===== src/apo_pkg.sv =====
// Constants and state types for the pipelined converter output path
package apo_pkg;

  // ==========================================================================
  // Sizes and timing
  localparam int unsigned NUM_STAGES = 9;
  localparam int unsigned STAGE_BITS = 2;
  localparam int unsigned WORD_BITS = 10;
  localparam int unsigned LATENCY = 5;
  localparam int unsigned ALIGN_DEPTH = 4;
  localparam real CLK_PERIOD_NS = 40.0;

  // ==========================================================================
  // Codes and reset values
  localparam logic [STAGE_BITS-1:0] CODE_TOP = 2'h2;
  localparam logic [WORD_BITS-1:0] WORD_MID = 10'h200;
  localparam logic [WORD_BITS-1:0] WORD_FULL = 10'h3FF;
  localparam logic [WORD_BITS-1:0] WORD_RESET = 10'h000;
  localparam logic [2:0] FILL_RESET = 3'h0;
  localparam logic [2:0] FILL_DONE = 3'(LATENCY);
  localparam logic OE_DRIVE = 1'b0;

  typedef logic [WORD_BITS-1:0] apo_word_t;
  typedef logic [STAGE_BITS-1:0] apo_code_t;

  typedef struct packed {
    apo_word_t headData;
    logic headValid;
    apo_word_t skidData;
    logic skidValid;
  } apo_buf_s;

  typedef struct packed {
    logic [NUM_STAGES-2:0][ALIGN_DEPTH-1:0][STAGE_BITS-1:0] align;
    logic [2:0] fill;
    logic oeN;
    logic overrun;
  } apo_core_s;

  localparam apo_buf_s BUF_RESET = '{headData: WORD_RESET, headValid: 1'b0,
                                     skidData: WORD_RESET, skidValid: 1'b0};
  localparam apo_core_s CORE_RESET = '{align: '0, fill: FILL_RESET,
                                       oeN: OE_DRIVE, overrun: 1'b0};

endpackage


===== src/apo_output_path.sv =====
// Digital output path of a nine-stage pipelined converter
`timescale 1ns/100ps
`default_nettype none
module apo_output_path (
  input wire logic clock,
  input wire logic rstn,
  input wire logic [apo_pkg::NUM_STAGES*apo_pkg::STAGE_BITS-1:0] stageCodes,
  input wire logic floatOutputs,
  input wire logic rxReady,
  output logic [apo_pkg::WORD_BITS-1:0] dataOut,
  output logic dataValid,
  output logic dataOeN,
  output logic overrun
);

  apo_pkg::apo_core_s q;
  apo_pkg::apo_core_s d;
  logic [apo_pkg::NUM_STAGES-1:0][apo_pkg::STAGE_BITS-1:0] rawCode;
  logic [apo_pkg::NUM_STAGES-2:0][apo_pkg::STAGE_BITS-1:0] fixCode;
  apo_pkg::apo_word_t weighted [apo_pkg::NUM_STAGES-1];
  apo_pkg::apo_word_t corrWord;
  logic fillDone;
  logic bufReady;
  logic wordLost;

  // ==========================================================================
  // Stage alignment taps
  // Stage k of a sample arrives k/2 cycles after its start edge, two stages
  // per clock cycle; the tap depth makes all of them meet together.
  genvar k;
  for (k = 0; k < apo_pkg::NUM_STAGES - 1; k++) begin : g_stage
    localparam int unsigned TAP = apo_pkg::ALIGN_DEPTH - 1 - k / 2;
    assign rawCode[k] = q.align[k][TAP];
    // Overrange decision of a redundant stage is folded onto the top code
    assign fixCode[k] = (rawCode[k] > apo_pkg::CODE_TOP) ?
                        apo_pkg::CODE_TOP : rawCode[k];
    assign weighted[k] = apo_pkg::apo_word_t'(fixCode[k])
                         << (apo_pkg::NUM_STAGES - 1 - k);
  end
  // Final flash stage needs no delay; its word is registered downstream
  assign rawCode[apo_pkg::NUM_STAGES-1] =
    stageCodes[apo_pkg::NUM_STAGES*apo_pkg::STAGE_BITS-1 -: 2];

  // ==========================================================================
  // Error correction
  // Weights overlap by one bit, so any stage error is absorbed by the
  // following stages and the sum spans every code from zero to full scale.
  always_comb begin
    corrWord = apo_pkg::apo_word_t'(rawCode[apo_pkg::NUM_STAGES-1]);
    for (int i = 0; i < apo_pkg::NUM_STAGES - 1; i++) begin
      corrWord = corrWord + weighted[i];
    end
  end

  // ==========================================================================
  // Next state
  always_comb begin
    d = q;
    // Each stage is captured on the rising edge; the held code moves one tap
    // deeper on each later rising edge, so nothing is shifted in the low phase.
    for (int i = 0; i < apo_pkg::NUM_STAGES - 1; i++) begin
      d.align[i] = {q.align[i][apo_pkg::ALIGN_DEPTH-2:0],
                    stageCodes[2*i +: 2]};
    end
    if (q.fill != apo_pkg::FILL_DONE) begin
      d.fill = q.fill + 3'h1;
    end
    d.oeN = floatOutputs;
    // Converter cannot pause; a word with no room is lost and flagged
    if (wordLost) begin
      d.overrun = 1'b1;
    end
  end

  always_ff @(posedge clock) begin
    if (!rstn) begin
      q <= apo_pkg::CORE_RESET;
    end else begin
      q <= d;
    end
  end

  assign fillDone = (q.fill == apo_pkg::FILL_DONE);
  assign wordLost = fillDone && !bufReady;

  // ==========================================================================
  // Output buffer
  // Word enters the head flop on the fourth edge after its start edge and
  // then stands for the whole cycle, ready for a falling-edge capture.
  apo_skid_buffer u_buffer (
    .clock(clock),
    .rstn(rstn),
    .inData(corrWord),
    .inValid(fillDone),
    .inReady(bufReady),
    .outData(dataOut),
    .outValid(dataValid),
    .outReady(rxReady)
  );

  assign dataOeN = q.oeN;
  assign overrun = q.overrun;

  // ==========================================================================
  // Checks
  AST_FIRST_WORD: assert property (@(posedge clock) disable iff (!rstn)
    $rose(rstn) |-> !dataValid [*6] ##1 dataValid)
    else $error("first word not valid five cycles after start");

  AST_ALL_ZERO: assert property (@(posedge clock) disable iff (!rstn)
    (rawCode == 18'h00000) |-> (corrWord == apo_pkg::WORD_RESET))
    else $error("negative full scale is not all zeros");

  AST_ALL_ONES: assert property (@(posedge clock) disable iff (!rstn)
    (rawCode == 18'h3AAAA) |-> (corrWord == apo_pkg::WORD_FULL))
    else $error("positive full scale is not all ones");

  AST_FLOAT: assert property (@(posedge clock) disable iff (!rstn)
    floatOutputs |=> dataOeN)
    else $error("outputs drive while float requested");

  AST_DRIVE: assert property (@(posedge clock) disable iff (!rstn)
    !floatOutputs ##1 !floatOutputs |-> !dataOeN)
    else $error("outputs float while float input is low");

  AST_LAST_STAGE: assert property (@(posedge clock) disable iff (!rstn)
    (rawCode == 18'h30000) |-> (corrWord == 10'h003))
    else $error("final stage bits not in the low positions");

  AST_ALIGN: assert property (@(posedge clock) disable iff (!rstn)
    fillDone |-> (rawCode[0] == $past(stageCodes[1:0], 4)))
    else $error("first stage bits misaligned");

  AST_OVERRANGE: assert property (@(posedge clock) disable iff (!rstn)
    (rawCode[0] == 2'h3) |-> (corrWord >= apo_pkg::WORD_MID))
    else $error("overrange first stage lost the upper half");

  AST_MIDPOINT: assert property (@(posedge clock) disable iff (!rstn)
    (rawCode == 18'h25555) |-> (corrWord == apo_pkg::WORD_MID))
    else $error("midpoint word is not the top bit alone");

  AST_LOST_STICKY: assert property (@(posedge clock) disable iff (!rstn)
    wordLost |=> overrun [*2])
    else $error("lost word not flagged");

  AST_RESET_STATE: assert property (@(posedge clock)
    !rstn
      |=> !dataOeN && !dataValid && !overrun)
    else $error("reset left pins floating or a word pending");

  AST_OE_FOLLOW: assert property (@(posedge clock) disable iff (!rstn)
    1'b1
      |=> (dataOeN == $past(floatOutputs)))
    else $error("output enable did not follow float input");

  AST_HEAD_HOLD: assert property (@(posedge clock) disable iff (!rstn)
    dataValid && !rxReady
      |=> dataValid && $stable(dataOut))
    else $error("stalled word did not stand");

  AST_FILL_VALID: assert property (@(posedge clock) disable iff (!rstn)
    fillDone
      |=> dataValid)
    else $error("no word after pipeline filled");

  AST_FILL_STEP: assert property (@(posedge clock) disable iff (!rstn)
    !fillDone
      |=> (q.fill == $past(q.fill) + 3'h1))
    else $error("fill count did not advance");

  AST_FILL_HOLD: assert property (@(posedge clock) disable iff (!rstn)
    fillDone
      |=> fillDone)
    else $error("filled pipeline reported empty");

  AST_LOW_HALF: assert property (@(posedge clock) disable iff (!rstn)
    rawCode[0] == 2'h0
      |-> corrWord < apo_pkg::WORD_MID)
    else $error("lowest first stage code reached upper half");

  AST_STAGE0_ONE: assert property (@(posedge clock) disable iff (!rstn)
    rawCode[0] == 2'h1
      |-> (corrWord >= 10'h100) && (corrWord < 10'h300))
    else $error("middle first stage code out of its span");

  AST_STAGE0_TWO: assert property (@(posedge clock) disable iff (!rstn)
    rawCode[0] == 2'h2
      |-> corrWord >= apo_pkg::WORD_MID)
    else $error("top first stage code fell below midpoint");

  AST_ALIGN_TWO: assert property (@(posedge clock) disable iff (!rstn)
    fillDone
      |-> (rawCode[2] == $past(stageCodes[5:4], 3)))
    else $error("third stage bits misaligned");

  AST_ALIGN_FOUR: assert property (@(posedge clock) disable iff (!rstn)
    fillDone
      |-> (rawCode[4] == $past(stageCodes[9:8], 2)))
    else $error("fifth stage bits misaligned");

  AST_ALIGN_SEVEN: assert property (@(posedge clock) disable iff (!rstn)
    fillDone
      |-> (rawCode[7] == $past(stageCodes[15:14])))
    else $error("eighth stage bits misaligned");

  AST_LAST_ONLY: assert property (@(posedge clock) disable iff (!rstn)
    rawCode[apo_pkg::NUM_STAGES-2:0] == 16'h0000
      |-> corrWord == apo_pkg::apo_word_t'(rawCode[8]))
    else $error("final stage alone does not give its own code");

  AST_LOST_CAUSE: assert property (@(posedge clock) disable iff (!rstn)
    wordLost
      |-> dataValid && !rxReady)
    else $error("word lost while receiver was taking words");

  AST_OVR_CAUSE: assert property (@(posedge clock) disable iff (!rstn)
    $rose(overrun)
      |-> $past(wordLost))
    else $error("overrun set without a lost word");

endmodule
`default_nettype wire


===== src/apo_skid_buffer.sv =====
// Two-entry buffer with registered head between converter and receiver
`timescale 1ns/100ps
`default_nettype none
module apo_skid_buffer (
  input wire logic clock,
  input wire logic rstn,
  input wire logic [apo_pkg::WORD_BITS-1:0] inData,
  input wire logic inValid,
  output logic inReady,
  output logic [apo_pkg::WORD_BITS-1:0] outData,
  output logic outValid,
  input wire logic outReady
);

  apo_pkg::apo_buf_s q;
  apo_pkg::apo_buf_s d;

  // ==========================================================================
  // Next state
  // Head is a flop so the pins never see a mux; skid absorbs one stall cycle
  always_comb begin
    d = q;
    if (!q.headValid || outReady) begin
      if (q.skidValid) begin
        d.headData = q.skidData;
        d.headValid = 1'b1;
        d.skidData = inData;
        d.skidValid = inValid;
      end else begin
        d.headData = inData;
        d.headValid = inValid;
      end
    end else if (inValid && !q.skidValid) begin
      d.skidData = inData;
      d.skidValid = 1'b1;
    end
  end

  always_ff @(posedge clock) begin
    if (!rstn) begin
      q <= apo_pkg::BUF_RESET;
    end else begin
      q <= d;
    end
  end

  assign inReady = !q.skidValid || outReady;
  assign outData = q.headData;
  assign outValid = q.headValid;

  // ==========================================================================
  // Checks
  AST_HEAD_LOAD: assert property (@(posedge clock) disable iff (!rstn)
    (!q.skidValid && (!q.headValid || outReady))
      |=> (outData == $past(inData)) && (outValid == $past(inValid)))
    else $error("head did not take the incoming word");

endmodule
`default_nettype wire

===== config.mk =====
export PLATFORM = sky130hd
export DESIGN_NAME = apo_output_path
export DESIGN_NICKNAME = d
export VERILOG_FILES = /design/src/apo_pkg.sv /design/src/apo_output_path.sv /design/src/apo_skid_buffer.sv
export SDC_FILE = /design/constraint.sdc
export NUM_CORES = 1
export LEC_CHECK = 0
export ABC_AREA = 1
export CAP_MARGIN = 20
export CORE_MARGIN = 3
export CORE_UTILIZATION = 55
export DETAILED_ROUTE_END_ITERATION = 7
export DONT_BUFFER_PORTS = 1
export PLACE_DENSITY = 0.77
export SLEW_MARGIN = 20
export SYNTH_ARGS = -nofsm -noshare
export SYNTH_HDL_FRONTEND = slang
export SYNTH_SLANG_ARGS = --single-unit

===== constraint.sdc =====
create_clock -name clock -period 1.7 [get_ports clock]
set_clock_uncertainty 0.1 [all_clocks]
set_input_delay 0.34 -clock clock [delete_from_list [all_inputs] [get_ports clock]]
set_output_delay 0.34 -clock clock [all_outputs]
set_load 0.1 [all_outputs]

# == Yosys cells after proc, flatten, opt, wreduce, memory -nomap -nowiden ==
# Index checks and enable logic that the tools add are counted.
# totals
output_inout_bits,13
regBits,67
# classes
eq_ne,3
magnitude_cmp,8
add_sub_neg,9
reduce_logical,9
muxes,12
# op_table
operator,n
two-way mux 11 bit,4
"> comparator 2 bit, second input constant",8
two-way mux 2 bit,8
adder 10 x 3 -> 10 bit,1
adder 10 x 4 -> 10 bit,1
adder 10 x 5 -> 10 bit,1
adder 10 x 6 -> 10 bit,1
adder 10 x 7 -> 10 bit,1
adder 10 x 8 -> 10 bit,1
adder 10 x 9 -> 10 bit,1
adder 2 x 10 -> 10 bit,1
"adder 3 x 1 -> 3 bit, second input constant",1
"equality test 3 bit, second input constant",1
zero test 1 bit,3
"inequality test 3 bit, second input constant",1
logical AND 1 bit,2
logical OR 1 bit,2
"inequality test 2 x 1 -> 1 bit, second input constant",1
AND reduction 2 bit,1
nonzero test 2 bit,1

# == Logic depth before layout (Yosys ltp) ==
# depth
ltp_word,12
mapped_depth,13
mapped_depth_nobuf,13

# == Modules after synthesis ==
# From an unflattened synthesis, not the netlist that was laid out.
# unflattened
hier_cells,390
hier_area_um2,2881.5
# modules_own_cells
module,n_inst,area_each_um2,cells_each,seq_area_each_um2
apo_output_path,1,1805.5,242,900.9
apo_skid_buffer,1,1076.0,148,440.4

# == Least setup slack after synthesis ==
# Ideal clock, no wire load.
# synth_timing
path_type,register -> register
startpoint,"reg u_buffer.q, in the netlist u_buffer.outValid"
endpoint,reg u_buffer.q[7] (netlist bit)
required_time_ns,1.491
stages_incl_launch_ff,9
synth_period_minus_slack_ns,1.920
arrival_ns,1.712
path_slack_ns,-0.220
path_cell_list,dfxtp_1 -> nand2_4 -> inv_8 -> nand3_4 -> o21ai_4 -> buf_8 -> nand2_1 -> nand2_1 -> inv_1
# synth_between
elab_chain_cells,4
# synth_rtl
item,line,source
start: declaration,apo_skid_buffer.sv:15,apo_pkg::apo_buf_s q;
start signal: assignment,apo_skid_buffer.sv:41,q <= apo_pkg::BUF_RESET;
zero test 1 bit *,apo_skid_buffer.sv:23,if (!q.headValid || outReady) begin
logical OR 1 bit *,apo_skid_buffer.sv:23,
inequality test 2 x 1 -> 1 bit (no line) or nonzero test 2 bit (tied branches),n/a,
AND reduction 2 bit (no line),n/a,
# Mark *: on every way between the ends. The rest lies on a longest branch, timed or not.
# A chain may end at the register's enable or synchronous reset.

# == Final worst setup path ==
# layout_timing
startpoint,"reg q, in the netlist d[63]"
endpoint,reg u_buffer.q[8] (netlist bit)
# layout_between
elab_chain_cells,5
# layout_rtl
item,line,source
start: declaration,apo_output_path.sv:16,apo_pkg::apo_core_s q;
start signal: assignment,apo_output_path.sv:77,q <= apo_pkg::CORE_RESET;
> comparator 2 bit,apo_output_path.sv:35,assign fixCode[k] = (rawCode[k] > apo_pkg::CODE_TOP) ?
two-way mux 2 bit *,apo_output_path.sv:35,
adder 10 x 3 -> 10 bit *,apo_output_path.sv:51,corrWord = corrWord + weighted[i];
"two-way mux 11 bit, on equally long branches","apo_skid_buffer.sv:33, apo_skid_buffer.sv:24",
two-way mux 11 bit *,apo_skid_buffer.sv:23,
# Mark *: on every way between the ends. The rest lies on a longest branch, timed or not. The select of a mux whose other input is x is not followed.

==> results.cfg <==
[timing]
post-route-period-util_pct = 98.4
period_minus_slack_ns = 1.67
setup_viol = 0
fin_tns_setup_ns = 0
fmax_ghz = 0.598
rsz0062_at_grt = yes
finalHoldViolCount = 0
worst_slew_pin_slew_ns = 0.333
slew_headroom_pct = 77.7
drv_slew = 0

[global_routing]
grt_first_pass_wirelength_um = 8260
gr-usage-all-layers_pct = 17.6
grt-ovfl-total = 0
grt_pass1_vias = 1970
antenna_found_initial = 0
grt_max_degree = 47

[clock_tree]
numCtsBuffers = 9
cts_tree = built
htree_levels = 3
clk_pin_slew_ns = 0.07
clkLatencyLatePin_ns = 0.34
cts_sinks = 67
clk_path_buf_depth = 2
root_buffer = clkbuf_8

[logic_synthesis]
synth_top_area_share_pct = 47.8
synth_ff_type = dfxtp_1
synth-simple-area-share_pct = 19.3
syn_area_per_cell_um2 = 7.72
synth_nets = 396
synth.area.top_cells = dfxtp_1 (48%), nand2_1 (11%), inv_1 (9.2%), ha_1 (4.5%), a21oi_1 (3.9%)
synth_adder_area_share_pct = 5.18
synth-edff-count = 0
synth_compound_area_share_pct = 10.9
yosys.area.top_type = dfxtp_1
ys_types = 31
synthesis.area_um2 = 2800
ys_seq_area_share_pct = 47.8
synth_xor_xnor_area_share_pct = 0.625
synth_top_family_by_area = simple AND/OR/NAND/NOR gates
yosys-top-cells-count = nand2_1 (85), inv_1 (69), dfxtp_1 (67)
ys_warn_count = 0
ys_async_sr_fraction_pct = 0
synth_cells = 363
ys_ff_latch = 67
muxShareOfSynthArea_pct = 0
synth_most_common_cell = nand2_1

[floorplanning]
initial_core_util_pct = 58.2
io_pins = 35
die-area_um2 = 5990
die_y_um = 77.4
core-area_um2 = 4820
core.rowCount = 25
die_w_um = 77.4

[critical_path]
required_ns = 1.84
crit_top_cell = nand2_1
reg2reg_from = d[63]
r2r_cells = 12
r2r_end = u_buffer.q[8]
cp_slowest_cell = fa_2
r2r_slack_ns = 0.03
path_class = flip-flop to flip-flop
end_kind = flip-flop
crit_fanout = 4
start_kind = flip-flop
path_buf_inv = 2
path_cells = inv_1, nor2_2, ha_2, fa_2, nand2_2, nand2_4, nand3b_1, nand3_2, nand2_1, nand2_1, nand2_1, inv_1
critical_path_arrival_ns = 1.81
critical_path.top_delay_family = simple AND/OR/NAND/NOR gates
slowest_delay_ns = 0.35

[route]
firstDrtPassIters = 4
drc = 0
routed_wl_um = 4760
vias = 2126
routedWlPerCell_um = 10.3
drt_iter0_markers = 141
drtAntennaViolNets = 0
avgViaCountPerCell = 4.61

[layout]
n_antenna_cell = 0
areaGrowthSynthToFinish_pct = 20.9
fillers = 403
nets = 422
drive_gt1_share_pct = 18.5

[pwr]
power_density_nw_per_um2 = 1020
switching_share_pct = 25.1
p_int_mw = 2.60
leakage_nw = 1.85
max-vdd-ir-drop_uv = 811
pwr-share-seq_pct = 47.9
comb_power_share_pct = 10.5
finalPower_mw = 3.47
clockPowerShare_pct = 41.7
p_switching_uw = 869

[job]
maxCapViolCount = 0

[outcome]
status = finished, final reports clean

[placement]
dp_hpwl_um = 2890
port_buffers = 0
routabilityCongestion = 0.773

[worst_hold_path]
holdCritStartpoint = stageCodes[16]
min_path_cells = 2
holdCritPathClass = input port to flip-flop
holdPathEnd = u_buffer.q[1]
## kinds of logic after synthesis
family,after synthesis
and+or+nand+nor,130
buffers and inverters,101
DFF,67
AOI/OAI and AO/OA,52
adders and majority gates,11
xor gates and xnor gates,2
## layer usage
layer / wire length (µm) / global-route usage, % / vias up / part of all wire (%)
li1: - / - / 1133 / -
met1: 2100 / 19.4 / 946 / 44
met2: 2370 / 30.3 / 42 / 50
met3: 233 / 7.19 / 5 / 4.9
met4: 54 / 6.23 / 0 / 1.1
met5: 0 / 0 / - / 0
## final cells by class
class | instances | area, µm² | area share (%)
Sequential cell | 67 | 1350 | 39.7
Tap cell | 67 | 83.8 | 2.47
Inverter | 76 | 295 | 8.71
Multi-Input combinational cell | 195 | 1080 | 32.0
Clock buffer | 9 | 124 | 3.65
Timing Repair Buffer | 40 | 358 | 10.6
Clock inverter | 7 | 100 | 2.95
## placed cells by master (no fill, tap or decap), types with 2 or more instances in the layout
master	n
nor2_2	2
inv_2	3
inv_6	2
nand3_1	10
nand3_2	4
a21o_1	2
a31oi_1	4
nor2_1	22
a21oi_2	2
clkbuf_8	9
o21ai_2	6
nand2_2	3
a21oi_1	20
o21ai_0	16
dfxtp_2	4
inv_1	69
nand2_1	82
clkinv_1	2
clkinv_4	2
nand2_4	2
ha_1	8
buf_4	21
bufinv_16	2
nand3b_1	2
dlygate4sd3_1	18
dfxtp_1	63
## power groups by stage
stage / sequential, mW / combinational [mW] / clock (mW)
after floorplan: 1.70 / 0.265 / 0
after global placement: 1.69 / 0.282 / 0
after detailed placement: 1.69 / 0.288 / 0
after CTS: 1.66 / 0.346 / 1.49
after global routing: 1.67 / 0.398 / 1.56
final: 1.66 / 0.363 / 1.45
## stage by stage
step                      setup slack (ns)  util, %  instances  hold slack [ns]  area [µm²]
after CTS                          0.00531     68.5        457           0.0159        3300
after global placement             -0.0304     59.4        422            0.291        2860
after global routing                -0.114     70.4        461           0.0247        3390
final                               0.0272     70.4        461           0.0408        3390
after floorplan                    0.00831        -        363            0.290        2810
after detailed placement           -0.0606     59.4        422            0.296        2860
## what timing repair did
item / 4_1_cts / 5_1_grt
buffers inserted: 0 / 4
hold buffers: 19 / 0
gates resized for setup: 5 / 14
setup endpoints to repair: 5 / 12
pin swaps: 1 / 7
endpoints found under the hold margin: 46 / 0
## flip-flops by register name, indices dropped and copies added, names as in the netlist
| signal | flops |
|---|---|
| u_buffer.outValid | 1 |
| u_buffer.q | 11 |
| overrun | 1 |
| d | 36 |
| q | 7 |
| dataOeN | 1 |
| u_buffer.outData | 10 |
## worst max path at each step
stage          slack, ns                   to            from  depth (start not counted)
2_1_floorplan      0.008       u_buffer.q[10]           d[64]                         11
3_3_place_gp       -0.03       u_buffer.q[10]  stageCodes[17]                         10
3_5_place_dp       -0.06       u_buffer.q[10]           d[63]                         12
4_1_cts            0.005        u_buffer.q[9]           d[55]                         11
5_1_grt            -0.11  u_buffer.outData[7]           d[63]                         11
6_report            0.03        u_buffer.q[8]           d[63]                         12
No activity file was read; power rests on OpenSTA's default activity.
